$ cat config.mk
export PLATFORM = sky130hd
export DESIGN_NAME = bcmc_match
export DESIGN_NICKNAME = d
export VERILOG_FILES = /design/src/pkg/bcmc_pkg.sv /design/src/bcmc_match.sv
export VERILOG_INCLUDE_DIRS = /design/src /design/src/pkg
export SDC_FILE = /design/constraint.sdc
export NUM_CORES = 1
export LEC_CHECK = 0
export BUFFER_PORTS_ARGS = -buffer_cell sky130_fd_sc_hd__buf_2
export CORE_MARGIN = 2
export CORE_UTILIZATION = 43
export DETAILED_ROUTE_END_ITERATION = 6
export PLACE_DENSITY = 0.75
export SLEW_MARGIN = 15
export SYNTH_ARGS = -nofsm -noshare
export SYNTH_HDL_FRONTEND = slang
export SYNTH_SLANG_ARGS = --single-unit
$ cat constraint.sdc
create_clock -name core_clk -period 7.1 [get_ports core_clk]
set_input_delay 1.42 -clock core_clk [delete_from_list [all_inputs] [get_ports core_clk]]
set_output_delay 1.42 -clock core_clk [all_outputs]
set_load 0.02 [all_outputs]
$ cat src/pkg/bcmc_consts.svh
// register offsets, field positions, reset values for the break channel match block
`ifndef BCMC_CONSTS_SVH
`define BCMC_CONSTS_SVH
`define BCMC_OFF_COND      12'h000
`define BCMC_OFF_CMP_DATA  12'h004
`define BCMC_OFF_CMP_MASK  12'h008
`define BCMC_OFF_CNT_TGT   12'h00c
`define BCMC_OFF_CNT_VAL   12'h010
`define BCMC_OFF_IRQ_STAT  12'h014
`define BCMC_OFF_IRQ_MASK  12'h018
`define BCMC_COND_RESET    32'h20000000
`define BCMC_COND_WMASK    32'hfffff8f7
`define BCMC_BIT_CE        0
`define BCMC_BIT_ECE       11
`define BCMC_BIT_DCE       15
`define BCMC_BIT_AIE       30
`define BCMC_SZ_HI         14
`define BCMC_SZ_LO         12
`define BCMC_AIV_HI        23
`define BCMC_AIV_LO        16
`define BCMC_ID_HI         5
`define BCMC_ID_LO         4
`define BCMC_RW_HI         2
`define BCMC_RW_LO         1
`define BCMC_CNT_W         12
`define BCMC_RESP_OKAY     2'h0
`define BCMC_RESP_SLVERR   2'h2
`endif

$ cat src/pkg/bcmc_pkg.sv
// types shared by the break channel match block
package bcmc_pkg;
  typedef enum logic [2:0] {
    BCMC_SZ_ANY  = 3'h0,
    BCMC_SZ_BYTE = 3'h1,
    BCMC_SZ_WORD = 3'h2,
    BCMC_SZ_LONG = 3'h3,
    BCMC_SZ_QUAD = 3'h4
  } bcmc_size_t;

  // one observed cpu bus cycle
  typedef struct packed {
    logic        valid;
    logic        is_fetch;
    logic        is_write;
    logic [7:0]  asid;
    bcmc_size_t  size;
    logic [63:0] data;
  } bcmc_bus_cycle_t;

  typedef enum logic [1:0] {
    BCMC_RD_IDLE,
    BCMC_RD_RESP
  } bcmc_rd_state_t;
endpackage

$ cat src/bcmc_match.sv
// break channel 1 match condition logic with axi4-lite register slave
`include "bcmc_consts.svh"

module bcmc_match (
  input  wire logic                      core_clk,
  input  wire logic                      rst,
  input  wire logic [11:0]               s_axi_awaddr,
  input  wire logic                      s_axi_awvalid,
  output logic                           s_axi_awready,
  input  wire logic [31:0]               s_axi_wdata,
  input  wire logic [3:0]                s_axi_wstrb,
  input  wire logic                      s_axi_wvalid,
  output logic                           s_axi_wready,
  output logic [1:0]                     s_axi_bresp,
  output logic                           s_axi_bvalid,
  input  wire logic                      s_axi_bready,
  input  wire logic [11:0]               s_axi_araddr,
  input  wire logic                      s_axi_arvalid,
  output logic                           s_axi_arready,
  output logic [31:0]                    s_axi_rdata,
  output logic [1:0]                     s_axi_rresp,
  output logic                           s_axi_rvalid,
  input  wire logic                      s_axi_rready,
  input  wire bcmc_pkg::bcmc_bus_cycle_t bus_cycle,
  output logic                           channel_match,
  output logic                           irq
);

  // ****************************************************************
  // decode helpers
  // ****************************************************************
  // merge write data into a register under byte strobes and a writable mask
  function automatic logic [31:0] merge(input logic [31:0] old_v, input logic [31:0] new_v,
                                        input logic [3:0] strb, input logic [31:0] wmask);
    logic [31:0] m;
    m = {{8{strb[3]}}, {8{strb[2]}}, {8{strb[1]}}, {8{strb[0]}}} & wmask;
    return (old_v & ~m) | (new_v & m);
  endfunction

  // true for a known register offset
  function automatic logic addr_ok(input logic [11:0] a);
    return (a == `BCMC_OFF_COND) || (a == `BCMC_OFF_CMP_DATA) || (a == `BCMC_OFF_CMP_MASK) ||
           (a == `BCMC_OFF_CNT_TGT) || (a == `BCMC_OFF_CNT_VAL) || (a == `BCMC_OFF_IRQ_STAT) ||
           (a == `BCMC_OFF_IRQ_MASK);
  endfunction

  // masked data compare: mask bit 1 means that bit is not compared
  function automatic logic data_eq(input logic [31:0] d, input logic [31:0] c,
                                   input logic [31:0] msk);
    return ((d ^ c) & ~msk) == 32'h00000000;
  endfunction

  // ****************************************************************
  // registers
  // ****************************************************************
  logic [31:0]            cond;
  logic [31:0]            cmp_data;
  logic [31:0]            cmp_mask;
  logic [`BCMC_CNT_W-1:0] cnt_tgt;
  logic [`BCMC_CNT_W-1:0] cnt_val;
  logic                   irq_stat;
  logic                   irq_mask;
  logic [31:0]            next_cond;
  logic [31:0]            next_cmp_data;
  logic [31:0]            next_cmp_mask;
  logic [`BCMC_CNT_W-1:0] next_cnt_tgt;
  logic [`BCMC_CNT_W-1:0] next_cnt_val;
  logic                   next_irq_stat;
  logic                   next_irq_mask;
  logic                   next_channel_match;
  logic [31:0]            tgt_wr;

  // write channel state: address and data held until both present
  logic                   aw_held;
  logic                   w_held;
  logic [11:0]            aw_addr;
  logic [31:0]            w_data;
  logic [3:0]             w_strb;
  logic                   next_aw_held;
  logic                   next_w_held;
  logic [11:0]            next_aw_addr;
  logic [31:0]            next_w_data;
  logic [3:0]             next_w_strb;
  logic                   next_bvalid;
  logic [1:0]             next_bresp;
  logic                   wr_fire;

  // read channel state
  bcmc_pkg::bcmc_rd_state_t rd_state;
  bcmc_pkg::bcmc_rd_state_t next_rd_state;
  logic [31:0]              next_rdata;
  logic [1:0]               next_rresp;

  // ****************************************************************
  // match evaluation
  // ****************************************************************
  logic       ce;
  logic       fetch_ok;
  logic       oper_ok;
  logic       kind_ok;
  logic       asid_ok;
  logic       size_ok;
  logic       data_ok;
  logic       rw_ok;
  logic       cond_hit;
  logic [2:0] sz_sel;

  // combinational compare of the observed cycle against the condition
  always_comb begin
    sz_sel   = cond[`BCMC_SZ_HI:`BCMC_SZ_LO];
    ce       = cond[`BCMC_BIT_CE];
    fetch_ok = (cond[`BCMC_ID_HI:`BCMC_ID_LO] != 2'h2) && bus_cycle.is_fetch;
    oper_ok  = (cond[`BCMC_ID_HI:`BCMC_ID_LO] != 2'h1) && !bus_cycle.is_fetch;
    kind_ok  = fetch_ok || oper_ok;
    asid_ok  = !cond[`BCMC_BIT_AIE] ||
               (bus_cycle.asid == cond[`BCMC_AIV_HI:`BCMC_AIV_LO]);
    size_ok  = (sz_sel == 3'(bcmc_pkg::BCMC_SZ_ANY)) || (sz_sel == 3'(bus_cycle.size));
    if (!cond[`BCMC_BIT_DCE]) begin
      data_ok = 1'b1;
    end else if (bus_cycle.size == bcmc_pkg::BCMC_SZ_QUAD) begin
      data_ok = data_eq(bus_cycle.data[63:32], cmp_data, cmp_mask) &&
                data_eq(bus_cycle.data[31:0], cmp_data, cmp_mask);
    end else begin
      data_ok = data_eq(bus_cycle.data[31:0], cmp_data, cmp_mask);
    end
    rw_ok    = (cond[`BCMC_RW_HI:`BCMC_RW_LO] == 2'h1) ? !bus_cycle.is_write :
               (cond[`BCMC_RW_HI:`BCMC_RW_LO] == 2'h2) ? bus_cycle.is_write : 1'b1;
    cond_hit = ce && bus_cycle.valid && kind_ok && asid_ok &&
               (bus_cycle.is_fetch || (size_ok && data_ok && rw_ok));
  end

  // ****************************************************************
  // count and match pulse
  // ****************************************************************
  // counter restarts after each hit that reaches the target so the break repeats every target satisfactions
  always_comb begin
    next_cnt_val       = cnt_val;
    next_channel_match = 1'b0;
    if (cond_hit) begin
      if (cond[`BCMC_BIT_ECE]) begin
        if (cnt_val + `BCMC_CNT_W'(1) == cnt_tgt) begin
          next_channel_match = 1'b1;
          next_cnt_val       = '0;
        end else begin
          next_cnt_val = cnt_val + `BCMC_CNT_W'(1);
        end
      end else begin
        next_channel_match = 1'b1;
      end
    end
    if (wr_fire && aw_addr == `BCMC_OFF_CNT_VAL) begin
      next_cnt_val = '0;  // any write clears the count
    end
  end

  // ****************************************************************
  // register writes and interrupt
  // ****************************************************************
  // count target merged at full width, then cut to the counter width on purpose
  assign tgt_wr = merge({20'h00000, cnt_tgt}, w_data, w_strb, 32'h00000fff);
  always_comb begin
    next_cond     = cond;
    next_cmp_data = cmp_data;
    next_cmp_mask = cmp_mask;
    next_cnt_tgt  = cnt_tgt;
    next_irq_mask = irq_mask;
    next_irq_stat = irq_stat;
    if (wr_fire) begin
      case (aw_addr)
        `BCMC_OFF_COND:     next_cond = merge(cond, w_data, w_strb, `BCMC_COND_WMASK);
        `BCMC_OFF_CMP_DATA: next_cmp_data = merge(cmp_data, w_data, w_strb, 32'hffffffff);
        `BCMC_OFF_CMP_MASK: next_cmp_mask = merge(cmp_mask, w_data, w_strb, 32'hffffffff);
        `BCMC_OFF_CNT_TGT:  next_cnt_tgt = tgt_wr[`BCMC_CNT_W-1:0];
        `BCMC_OFF_IRQ_MASK: if (w_strb[0]) next_irq_mask = w_data[0];
        `BCMC_OFF_IRQ_STAT: if (w_strb[0] && w_data[0]) next_irq_stat = 1'b0;
        default: ;
      endcase
    end
    // set wins over a same-cycle clear
    if (next_channel_match) begin
      next_irq_stat = 1'b1;
    end
  end

  always_ff @(posedge core_clk or posedge rst) begin
    if (rst) begin
      cond          <= `BCMC_COND_RESET;
      cmp_data      <= 32'h00000000;
      cmp_mask      <= 32'h00000000;
      cnt_tgt       <= '0;
      cnt_val       <= '0;
      irq_stat      <= 1'b0;
      irq_mask      <= 1'b0;
      channel_match <= 1'b0;
    end else begin
      cond          <= next_cond;
      cmp_data      <= next_cmp_data;
      cmp_mask      <= next_cmp_mask;
      cnt_tgt       <= next_cnt_tgt;
      cnt_val       <= next_cnt_val;
      irq_stat      <= next_irq_stat;
      irq_mask      <= next_irq_mask;
      channel_match <= next_channel_match;
    end
  end

  assign irq = irq_stat && irq_mask;  // level, high while unmasked event pending

  // ****************************************************************
  // axi4-lite write path
  // ****************************************************************
  // ready only while a slot is free; the response waits until bready
  assign s_axi_awready = !aw_held && !s_axi_bvalid;
  assign s_axi_wready  = !w_held && !s_axi_bvalid;
  assign wr_fire       = aw_held && w_held && !s_axi_bvalid;

  always_comb begin
    next_aw_held = aw_held;
    next_w_held  = w_held;
    next_aw_addr = aw_addr;
    next_w_data  = w_data;
    next_w_strb  = w_strb;
    next_bvalid  = s_axi_bvalid;
    next_bresp   = s_axi_bresp;
    if (s_axi_awvalid && s_axi_awready) begin
      next_aw_held = 1'b1;
      next_aw_addr = s_axi_awaddr;
    end
    if (s_axi_wvalid && s_axi_wready) begin
      next_w_held = 1'b1;
      next_w_data = s_axi_wdata;
      next_w_strb = s_axi_wstrb;
    end
    if (wr_fire) begin
      next_aw_held = 1'b0;
      next_w_held  = 1'b0;
      next_bvalid  = 1'b1;
      next_bresp   = addr_ok(aw_addr) ? `BCMC_RESP_OKAY : `BCMC_RESP_SLVERR;
    end else if (s_axi_bvalid && s_axi_bready) begin
      next_bvalid = 1'b0;
    end
  end

  always_ff @(posedge core_clk or posedge rst) begin
    if (rst) begin
      aw_held      <= 1'b0;
      w_held       <= 1'b0;
      aw_addr      <= 12'h000;
      w_data       <= 32'h00000000;
      w_strb       <= 4'h0;
      s_axi_bvalid <= 1'b0;
      s_axi_bresp  <= 2'h0;
    end else begin
      aw_held      <= next_aw_held;
      w_held       <= next_w_held;
      aw_addr      <= next_aw_addr;
      w_data       <= next_w_data;
      w_strb       <= next_w_strb;
      s_axi_bvalid <= next_bvalid;
      s_axi_bresp  <= next_bresp;
    end
  end

  // ****************************************************************
  // axi4-lite read path
  // ****************************************************************
  assign s_axi_arready = (rd_state == bcmc_pkg::BCMC_RD_IDLE);
  assign s_axi_rvalid  = (rd_state == bcmc_pkg::BCMC_RD_RESP);

  always_comb begin
    next_rd_state = rd_state;
    next_rdata    = s_axi_rdata;
    next_rresp    = s_axi_rresp;
    case (rd_state)
      bcmc_pkg::BCMC_RD_IDLE: begin
        if (s_axi_arvalid) begin
          next_rd_state = bcmc_pkg::BCMC_RD_RESP;
          next_rresp    = addr_ok(s_axi_araddr) ? `BCMC_RESP_OKAY : `BCMC_RESP_SLVERR;
          case (s_axi_araddr)
            `BCMC_OFF_COND:     next_rdata = cond;
            `BCMC_OFF_CMP_DATA: next_rdata = cmp_data;
            `BCMC_OFF_CMP_MASK: next_rdata = cmp_mask;
            `BCMC_OFF_CNT_TGT:  next_rdata = {20'h00000, cnt_tgt};
            `BCMC_OFF_CNT_VAL:  next_rdata = {20'h00000, cnt_val};
            `BCMC_OFF_IRQ_STAT: next_rdata = {31'h00000000, irq_stat};
            `BCMC_OFF_IRQ_MASK: next_rdata = {31'h00000000, irq_mask};
            default:            next_rdata = 32'h00000000;
          endcase
        end
      end
      bcmc_pkg::BCMC_RD_RESP: begin
        if (s_axi_rready) begin
          next_rd_state = bcmc_pkg::BCMC_RD_IDLE;
        end
      end
      default: next_rd_state = bcmc_pkg::BCMC_RD_IDLE;
    endcase
  end

  always_ff @(posedge core_clk or posedge rst) begin
    if (rst) begin
      rd_state    <= bcmc_pkg::BCMC_RD_IDLE;
      s_axi_rdata <= 32'h00000000;
      s_axi_rresp <= 2'h0;
    end else begin
      rd_state    <= next_rd_state;
      s_axi_rdata <= next_rdata;
      s_axi_rresp <= next_rresp;
    end
  end

endmodule

## After elaboration in Yosys (flattened, before gate mapping)

Cells that the tools add are included.

| operators by class | value |
|---|---|
| equal/unequal tests | 23 |
| mux-type cells | 27 |
| add/subtract/negate cells | 1 |
| bitwise operators | 19 |
| reduce and logical (&&, ||, !) cells | 64 |

Operators by type and width:

| cell | count |
|---|---|
| 32-bit AND | 7 |
| 32-bit case mux with 7 select lines | 1 |
| 32-bit inverter | 3 |
| 32-bit bitwise OR | 3 |
| 12-bit by 5-bit equality test with 1-bit output, second input constant | 6 |
| 32-bit zero test | 2 |
| 32-bit bitwise XOR | 2 |
| 12-bit by 4-bit equality test with 1-bit output, second input constant | 4 |
| 12-bit 2-to-1 mux | 4 |
| 12-bit AND | 2 |
| 12-bit by 3-bit equality test with 1-bit output, second input constant | 2 |
| 12-bit zero test | 2 |
| 1-bit logical AND | 19 |
| 1-bit 2-to-1 mux | 17 |
| 1-bit logical OR | 16 |
| 2-bit nonzero test | 8 |
| 2-bit AND reduction | 7 |
| 12-bit by 1-bit adder with 12-bit output, second input constant | 1 |
| 12-bit equality test | 1 |
| 12-bit inverter | 1 |
| 12-bit bitwise OR | 1 |
| 8-bit equality test | 1 |
| 2-bit 2-to-1 mux | 4 |
| 1-bit zero test | 6 |
| 10 further kinds | 14 |

| storage, ports and cells | value |
|---|---|
| word-level logic and storage cells | 152 |
| input bits | 145 |
| register bits after elaboration | 212 |
| output and inout bits | 43 |

## Depth between registers and ports, before layout

Gate-level depths: netlist of run 1.

| logic depth | value |
|---|---|
| depth in word-level cells | 13 |
| mapped depth | 10 |
| depth with buffers taken out | 9 |

## Worst setup path after synthesis of run 1

Ideal clock, no wire load.

| timing | value |
|---|---|
| path kind | input -> register |
| start point | input port bus_cycle[75] (netlist bit) |
| end point | register cnt_val[10] |
| setup slack | 3888 ps |
| arrival time | 3128 ps |
| buffers on the path | 0 |
| cell stages on the path | 7 |
| setup time | 84 ps |
| cell sequence | and3b_1 a2111oi_0 o311ai_0 a211oi_1 o21ai_1 or4_1 a21boi_0 |

| between the ends | value |
|---|---|
| longest elaborated chain between the ends | 7 |
| elaborated cells between the ends (all ways) | 8 |
| classes of those cells | mux (2); reduce/logical (6) |

Ends and longest elaborated chain:

| element | line | source |
|---|---|---|
| start, declared | bcmc_match.sv:24 | `input wire bcmc_pkg::bcmc_bus_cycle_t bus_cycle,` |
| 1-bit 2-to-1 mux or 1-bit zero test (tied branches) | bcmc_match.sv:127, bcmc_match.sv:126 |  |
| 1-bit 2-to-1 mux (*) | bcmc_match.sv:126 | `` rw_ok = (cond[`BCMC_RW_HI:`BCMC_RW_LO] == 2'h1) ? !bus_cycle.is_write : `` |
| 1-bit logical AND (*) | bcmc_match.sv:129 | `(bus_cycle.is_fetch \|\| (size_ok && data_ok && rw_ok));` |
| 1-bit logical OR (*) | bcmc_match.sv:129 |  |
| 1-bit logical AND (*) | bcmc_match.sv:128 | `cond_hit = ce && bus_cycle.valid && kind_ok && asid_ok &&` |
| 2-bit nonzero test (no source line) (*) | n/a |  |
| 2-bit AND reduction (no source line) (*) | n/a |  |
| end signal, assigned | bcmc_match.sv:200 | `cnt_val <= next_cnt_val;` |
| end, declared | bcmc_match.sv:60 | `` logic [`BCMC_CNT_W-1:0] cnt_val; `` |

Every way passes the cells marked *; elsewhere a longest branch is shown, timed or not.
A chain may end at the register's enable or synchronous reset.

## Final worst setup path of run 1

| timing | value |
|---|---|
| start point | input port bus_cycle[76] (netlist bit) |
| end point | register cnt_val[10] |

| between the ends | value |
|---|---|
| longest elaborated chain between the ends | 8 |
| elaborated cells between the ends (all ways) | 10 |
| classes of those cells | reduce/logical (10) |

Ends and longest elaborated chain:

| element | line | source |
|---|---|---|
| 1-bit zero test | bcmc_match.sv:113 | `` oper_ok = (cond[`BCMC_ID_HI:`BCMC_ID_LO] != 2'h1) && !bus_cycle.is_fetch; `` |
| 1-bit logical AND | bcmc_match.sv:113 |  |
| 1-bit logical OR | bcmc_match.sv:114 | `kind_ok = fetch_ok \|\| oper_ok;` |
| 1-bit logical AND (2 in series) | bcmc_match.sv:128 |  |
| 1-bit logical AND (*) | bcmc_match.sv:128 |  |
| 2-bit nonzero test (no source line) (*) | n/a |  |
| 2-bit AND reduction (no source line) (*) | n/a |  |

Marked as above.

==> results of run 1 <==
logic make-up (layout without fill, tap and decap cells):
group	count (synthesis)	after routing	synth area share
AOI/OAI and AO/OA	168	168	0.114
xor gates and xnor gates	86	86	0.0750
adders and majority gates	1	1	0.00123
buffers and inverters	51	247	0.0217
DFF	205	205	0.506
muxes	175	175	0.194
other	1	3	0.000370
and+or+nand+nor	168	168	0.0878
layout make-up:
| type | count | share of cell area |
|---|---|---|
| flip-flops and latches | 205 | 0.422 |
| multi-input cells | 600 | 0.397 |
| repair buffers | 191 | 0.0799 |
| clock buffers | 33 | 0.0546 |
| well taps | 319 | 0.0329 |
| clock inverters | 9 | 0.00844 |
| inverters | 14 | 0.00494 |
| diodes | 1 | 0.000206 |
through the flow:
| step | std cells | setup slack [ns] |
|---|---|---|
| after floorplan | 856 | 0.0859 |
| final | 1372 | 2.81 |
| after detailed placement | 1329 | 2.28 |
| after CTS | 1371 | 2.86 |
| after global routing | 1372 | 2.57 |
| after global placement | 1329 | 2.26 |
power breakdown:
group	internal, mW	switching [mW]	leakage [nW]
Sequential	1.34	0.186	2.72
Combinational	0.242	0.218	2.57
Clock	0.723	0.478	0.382
critical path: stages:
cell	delay, ns
buf_2	0.09
inv_1	0.15
o311ai_0	0.31
a2111oi_1	0.81
o311ai_0	0.39
a211oi_1	0.33
o21ai_1	0.43
or4_1	0.62
a21boi_0	0.17
final timing paths:
path                                   end  slack [ns]            from  cells after the start
min in group asynchronous       aw_addr[7]        1.04             rst                      2
setup / recovery               cnt_val[10]        2.81   bus_cycle[76]                      9
hold / removal              s_axi_rdata[6]        0.47  s_axi_rdata[6]                      1
max in group asynchronous  s_axi_rdata[22]        4.64             rst                      3
hold reg to reg             s_axi_rdata[6]        0.47  s_axi_rdata[6]                      1
setup reg to reg               cnt_val[10]        3.49            flop                      8
routing by layer:
| metal | wire length (microns) | vias up | global-route usage |
|---|---|---|---|
| met3 | 2450 | 66 | 0.0411 |
| met1 | 12800 | 4099 | 0.347 |
| met2 | 14000 | 377 | 0.384 |
| li1 | - | 3544 | - |
| met4 | 1000 | 2 | 0.0883 |
| met5 | 12 | - | 0 |
cell usage after synthesis, types with 2 or more instances:
cell type / count
a2bb2oi_1: 3
buf_6: 2
nor2_1: 24
nand2_1: 50
a31oi_1: 5
o21bai_1: 2
or4_1: 2
o31ai_1: 2
a222oi_1: 11
dfrtp_1: 204
a21oi_1: 17
o311ai_0: 2
a22oi_1: 27
nor2b_1: 2
nor3b_1: 3
buf_2: 4
nor4bb_1: 2
nand2b_1: 3
mux2i_1: 3
a21boi_0: 2
inv_1: 14
nand3_1: 17
nor4_1: 20
o2bb2ai_1: 3
a21o_1: 14
a221oi_1: 3
buf_4: 2
nor3_1: 11
o22ai_1: 32
clkbuf_1: 27
mux2_2: 172
nand4_1: 9
xor2_1: 5
o21ai_0: 31
xnor2_1: 80
and2_1: 7
a211o_1: 4
and3_1: 7
==> impl_metrics.csv, run 1 <==
group,metric,value,unit
status,status,"complete, no violations",
global_routing,grt-ovfl-total,0,
power_and_ir_drop,power_density,262,nW/um^2
sta,grt_setup_unrepaired,"false",
clock_network,cts_setup_buffers,0,
clock_network,cts_made_buffers,23,
global_routing,grt_pass1_vias,7881,
sta,period_share,0.604,
global_routing,track_usage,0.246,
logic_synthesis,synth_area_leader_cell,"dfrtp_1",
floorplanning,initial_utilization,0.435,
floorplanning,io_pins,188,
logic_synthesis,yosysTopAreaCellShare,0.503,
cells_and_area,fin_area,12100,sq um
logic_synthesis,avgSynthCellArea,11.9,sq um
logic_synthesis,ys_ff_latch,205,
route,initialDrtViolationCount,696,
cells_and_area,syn_to_final_growth,19.8,%
sta,tns,0,ns
clock_network,cts_htree_levels,1,
logic_synthesis,async_flop_share,1.00,
place,place_area,11400,sq um
power_and_ir_drop,leakage,5.68,nW
sta,min_period,4.29,ns
clock_network,cts.sink_count,205,
cells_and_area,drive_gt1_frac,0.395,
logic_synthesis,syn_inst,855,
clock_network,worstSkewPairLatency,0.52,ns
sta,tightest_slew,1.18,ns
route,ant_nets,0,
min_path,hp-class,"flop to flop",
setup_path,required,7.53,ns
route,drt-wirelength-per-cell,22.0,microns
setup_path,crit_type,"input port to flop",
sta,max_freq,0.233,GHz
sta,fin_skew,0.00904,ns
setup_path,cp-start-kind,"input port",
clock_network,cts_tree,"built",
sta,setup-violations-final,0,
route,via_per_inst,5.90,
flow_run,drv_cap,0,
setup_path,crit_path_max_fanout,16,
cells_and_area,final_common_cell,"dfrtp_1",
power_and_ir_drop,peakVddDrop,0.154,mV
logic_synthesis,yosysUniqueCellTypes,65,
place,place_hpwl,21.6,mm
place,io_buffers,185,
logic_synthesis,yosysSeqAreaShare,0.506,
global_routing,grt_antenna_before_repair,2,
cells_and_area,multi_input_area,4820,sq um
logic_synthesis,synth_area,10100,sq um
route,drc,0,
cells_and_area,regArea,5130,sq um
route,vias,8088,
logic_synthesis,yosysWarnings,0,
cells_and_area,final_cell_mix,"dfrtp_1 (204), buf_2 (185), mux2_2 (172)",
logic_synthesis,synth_area_leaders,"dfrtp_1 (50%), mux2_2 (19%), xnor2_1 (6.9%)",
global_routing,grt_pass1_wl,46.3,mm
setup_path,arrival,4.72,ns
clock_network,cts_buffer_depth,3,
clock_network,cts_resized,0,
route,drt-pass1-iter-count,6,
floorplanning,core_area,23300,sq um
floorplanning,die_x,158,microns
global_routing,grt_max_degree,137,
sta,hold_violations,0,
floorplanning,die_area,24800,sq um
clock_network,cts_hold_buffers,0,
clock_network,root_buffer,"clkbuf_16",
sta,final-max-slew-violation-count,0,
cells_and_area,nets,1181,
cells_and_area,fill_cells,2060,
floorplanning,die-height,158,microns
setup_path,cp-end-kind,"flop",
clock_network,clk_pin_slew,0.06,ns
sta,relSlewSlack,0.207,
logic_synthesis,synth-edff-count,0,
route,drt_wl_total,30.3,mm
sta,finalHoldWorstSlack,0.470,ns
power_and_ir_drop,p_total,3.18,mW
logic_synthesis,synth_ff_type,"dfrtp_1",
place,routabilityCongestion,0.925,
floorplanning,fp-row-count,56,
cells_and_area,finalCoreUtilization,0.521,
(Power assumes the default switching activity.)
==> inputs of run 2 (changes only) <==
PLACE_DENSITY = 0.72   (was 0.75)
clock period = 4.05 ns   (was 7.1 ns; I/O delays follow)
==> run 2 against run 1 <==
Worst hold slack better by 0.0034 ns. Sequential cell count unchanged. Critical path type unchanged. Critical path depth unchanged. Non-clock buffer count up 5.
==> impl_metrics.csv, run 2 (synthesis gave the netlist of run 1 again) <==
group,metric,value,unit
route,drt_wl_total,30.3,mm
floorplanning,fp-row-count,56,
sta,tightest_slew,1.15,ns
sta,setup-violations-final,0,
clock_network,cts.sink_count,205,
clock_network,cts_setup_buffers,0,
floorplanning,core_area,23300,sq um
global_routing,grt_max_degree,59,
route,vias,8014,
setup_path,crit_top_cell,"o311ai_0",
cells_and_area,final_common_cell,"dfrtp_1",
setup_path,required,4.47,ns
cells_and_area,final_cell_mix,"dfrtp_1 (204), buf_2 (185), mux2_2 (172)",
clock_network,cts_resized,0,
sta,setup_ws,0.431,ns
min_path,hold_end,"s_axi_rdata[3]",
setup_path,arrival,4.03,ns
floorplanning,die-height,158,microns
min_path,min-delay-start,"s_axi_rdata[3]",
cells_and_area,stdcell_count,1372,
clock_network,clk_pin_slew,0.06,ns
sta,hold_violations,0,
place,routabilityCongestion,0.915,
setup_path,critPathBufInv,2,
route,drt-pass1-iter-count,5,
route,drc,0,
status,status,"complete, no violations",
global_routing,track_usage,0.245,
global_routing,grt-ovfl-total,0,
clock_network,worstSkewPairLatency,0.51,ns
min_path,hp-class,"flop to flop",
setup_path,reg2reg_to,"cnt_val[10]",
power_and_ir_drop,leakage,5.70,nW
setup_path,rrSetupSlack,0.54,ns
floorplanning,initial_utilization,0.435,
setup_path,crit_path_max_fanout,16,
route,initialDrtViolationCount,772,
floorplanning,die_area,24800,sq um
global_routing,grt_antenna_before_repair,0,
cells_and_area,drive_gt1_frac,0.395,
clock_network,root_buffer,"clkbuf_16",
route,drt-wirelength-per-cell,22.1,microns
min_path,whs_path_depth,1,
power_and_ir_drop,power_density,455,nW/um^2
power_and_ir_drop,p_total,5.55,mW
setup_path,cp_slowest_stage_delay,0.85,ns
setup_path,cp-start-kind,"input port",
sta,fin_skew,0.0166,ns
place,io_buffers,185,
sta,period_share,0.894,
sta,min_period,3.62,ns
floorplanning,io_pins,188,
floorplanning,die_x,158,microns
clock_network,cts_buffer_depth,3,
place,pre_cts_slack,0.0909,ns
sta,max_freq,0.276,GHz
global_routing,grt_pass1_wl,46.2,mm
cells_and_area,finalCoreUtilization,0.522,
route,via_per_inst,5.84,
setup_path,path_delay_family,"compound AO/OA/AOI/OAI gates",
place,place_hpwl,21.8,mm
clock_network,cts_made_buffers,23,
sta,relSlewSlack,0.230,
place,dp.cells,1334,
setup_path,cp-end-kind,"flop",
sta,tns,0,ns
setup_path,cp_slowest_cell,"a2111oi_0",
cells_and_area,nets,1186,
sta,grt_setup_unrepaired,"false",
clock_network,cts_htree_levels,1,
setup_path,crit_type,"input port to flop",
clock_network,cts_hold_buffers,0,
setup_path,rr_worst_depth,8,
flow_run,drv_cap,0,
setup_path,path_cells,"buf_2 -> inv_1 -> o311ai_0 -> a2111oi_0 -> o311ai_0 -> a211oi_1 -> o21ai_1 -> or4_1 -> a21boi_0",
global_routing,grt_pass1_vias,7771,
route,ant_nets,0,
clock_network,cts_tree,"built",
sta,final-max-slew-violation-count,0,
power_and_ir_drop,peakVddDrop,0.296,mV
cells_and_area,syn_to_final_growth,20.1,%
## run 2: cell types whose count changed in the layout (fill, tap and decap cells not counted), moves of 2 or more
cell	change
buf_4	+2
clkbuf_1	-2
clkinv_2	-4
clkbuf_8	+3
buf_12	+3
## run 2: power by group
group          internal (mW)  total, mW  switching (mW)
registers               2.34       2.68           0.340
clock network           1.24       2.05           0.811
logic                  0.428      0.815           0.386
## run 2: worst max path at each step
stage | from | to | slack, ns | depth (start not counted)
after floorplan | rst | asynchronous set/reset pin | 0.58 | 1
after global placement | bus_cycle[76] | cnt_val[10] | 0.23 | 9
after detailed placement | bus_cycle[76] | cnt_val[10] | 0.09 | 9
after CTS | bus_cycle[76] | cnt_val[10] | 0.60 | 9
after global routing | bus_cycle[76] | cnt_val[10] | 0.27 | 9
final | bus_cycle[76] | cnt_val[10] | 0.43 | 9
## run 2: layout make-up
type / instances / area [sq um]
Clock buffer: 34 / 697
Multi-Input combinational cell: 600 / 4810
Fill cell: 2059 / 11100
Tap cell: 319 / 399
Clock inverter: 3 / 43.8
Timing Repair Buffer: 196 / 1050
Inverter: 14 / 56.3
Sequential cell: 205 / 5130
Antenna cell: 1 / 2.50
## run 2: routing by layer
metal	share of wire	wire [microns]	track usage
met2	0.47	14200	0.391
met3	0.077	2330	0.0386
met4	0.028	838	0.0792
met1	0.43	12900	0.345
met5	0	0	0
## run 2: worst register-to-register path: cells and delay by family, from the launching register on
| family | cells | cell delay, ns |
|---|---|---|
| AO/OA/AOI/OAI | 6 | 2.35 |
| AND/OR/NAND/NOR | 1 | 0.61 |
| flip-flops | 1 | 0.39 |
| buffers and inverters | 1 | 0.08 |
## run 2: stage by stage
stage	hold WS, ns	instance area [sq um]
floorplan	0.464	10100
global placement	0.456	11400
detailed placement	0.462	11400
CTS	0.473	12200
global route	0.485	12200
finish	0.473	12200
==> inputs of run 3 (changes only) <==
PLACE_DENSITY = unset   (was 0.72)
==> run 3 against run 2 <==
Maximum frequency decreased by 6.4%. Via count decreased by 2.5%. Setup slack got worse by 0.25 ns. Cell count increased by 0.51%. Largest cell class unchanged. Highest routed layer unchanged.
==> impl_metrics.csv, run 3 (synthesis gave the netlist of run 1 again) <==
group,metric,value,unit
status,status,"complete, no violations",
power_and_ir_drop,leakage,5.72,nW
sta,finalHoldWorstSlack,0.345,ns
sta,fin_skew,0.0352,ns
setup_path,crit_path_max_fanout,16,
global_routing,grt_pass1_wl,46.4,mm
place,place_hpwl,22.2,mm
clock_network,clk_pin_slew,0.06,ns
cells_and_area,fin_area,12300,sq um
setup_path,rr_worst_depth,8,
sta,period_share,0.954,
setup_path,cp-end-kind,"flop",
floorplanning,die-height,158,microns
sta,relSlewSlack,0.204,
clock_network,worstSkewPairLatency,0.54,ns
sta,final-max-slew-violation-count,0,
route,drc,0,
cells_and_area,drive_gt1_frac,0.399,
global_routing,grt_antenna_before_repair,0,
setup_path,required,4.49,ns
power_and_ir_drop,peakVddDrop,0.300,mV
floorplanning,core_area,23300,sq um
sta,hold_violations,0,
setup_path,cp_slowest_cell,"a2111oi_0",
cells_and_area,fill_cells,2139,
route,ant_nets,0,
min_path,hp-class,"input port to asynchronous set/reset pin",
setup_path,arrival,4.31,ns
clock_network,cts_hold_buffers,0,
global_routing,track_usage,0.250,
setup_path,cp_num_cells,9,
floorplanning,io_pins,188,
clock_network,cts_tree,"built",
setup_path,cp_slowest_stage_delay,0.93,ns
clock_network,root_buffer,"clkbuf_16",
floorplanning,fp-row-count,56,
route,vias,7810,
setup_path,crit_type,"input port to flop",
floorplanning,die_area,24800,sq um
power_and_ir_drop,power_density,466,nW/um^2
clock_network,cts_buffer_depth,3,
setup_path,cp-start-kind,"input port",
place,io_buffers,185,
setup_path,critPathBufInv,2,
floorplanning,die_x,158,microns
sta,tightest_slew,1.19,ns
route,drt_wl_total,30.8,mm
cells_and_area,finalCoreUtilization,0.525,
route,via_per_inst,5.66,
route,drt-wirelength-per-cell,22.4,microns
global_routing,grt_pass1_vias,7681,
global_routing,grt_max_degree,83,
route,drt-pass1-iter-count,6,
floorplanning,initial_utilization,0.435,
clock_network,cts_made_buffers,24,
place,place_area,11400,sq um
global_routing,grt-ovfl-total,0,
sta,setup-violations-final,0,
cells_and_area,syn_to_final_growth,20.9,%
flow_run,drv_cap,0,
clock_network,cts_resized,0,
sta,tns,0,ns
cells_and_area,nets,1188,
setup_path,path_delay_family,"compound AO/OA/AOI/OAI gates",
route,initialDrtViolationCount,652,
setup_path,crit_top_cell,"o311ai_0",
cells_and_area,final_cell_mix,"dfrtp_1 (204), buf_2 (185), mux2_2 (172)",
clock_network,cts_htree_levels,1,
clock_network,cts.sink_count,205,
place,routabilityCongestion,0.881,
setup_path,path_cells,"buf_2 -> inv_1 -> o311ai_0 -> a2111oi_0 -> o311ai_0 -> a211oi_1 -> o21ai_1 -> or4_1 -> a21boi_0",
sta,grt_setup_unrepaired,"false",
clock_network,cts_setup_buffers,0,
cells_and_area,final_common_cell,"dfrtp_1",
sta,min_period,3.86,ns
sta,max_freq,0.259,GHz
-- run 3: per-layer routing --
| metal | share of wire | wire, microns | track usage |
|---|---|---|---|
| met5 | 0 | 0 | 0 |
| met4 | 0.022 | 671 | 0.0584 |
| met3 | 0.068 | 2090 | 0.0430 |
| met2 | 0.46 | 14300 | 0.398 |
| met1 | 0.45 | 13800 | 0.358 |
-- run 3: worst paths after layout --
check,from,to,slack [ns]
setup / recovery,bus_cycle[76],cnt_val[10],0.19
hold / removal,rst,aw_addr[10],0.35
setup reg to reg,flop,cnt_val[10],0.29
hold reg to reg,s_axi_rdata[9],s_axi_rdata[9],0.47
max in group asynchronous,rst,asynchronous set/reset pin,2.83
min in group core_clk,s_axi_bready,s_axi_bvalid,0.45
-- run 3: area by class of cell --
cell class / count / area [sq um] / area share
diodes: 1 / 2.50 / 0.000204
clock buffers: 30 / 653 / 0.0533
clock inverters: 13 / 165 / 0.0135
inverters: 14 / 56.3 / 0.00459
multi-input cells: 600 / 4810 / 0.392
flip-flops and latches: 205 / 5130 / 0.419
well taps: 319 / 399 / 0.0326
repair buffers: 197 / 1040 / 0.0849
-- run 3: stage by stage --
step                      power [mW]  cells  setup WS, ns
after detailed placement        3.52   1335        -0.180
final                           5.72   1379         0.185
after floorplan                 3.17    856         0.583
after global routing            5.97   1378         0.170
after CTS                       5.75   1378         0.361
after global placement          3.50   1335       -0.0791
-- run 3: where the power goes --
part	switching, mW	total (mW)	internal [mW]	leakage [nW]
Sequential	0.329	2.67	2.34	2.72
Clock	0.895	2.23	1.34	0.391
Combinational	0.382	0.809	0.427	2.60
Total	1.61	5.72	4.11	5.72
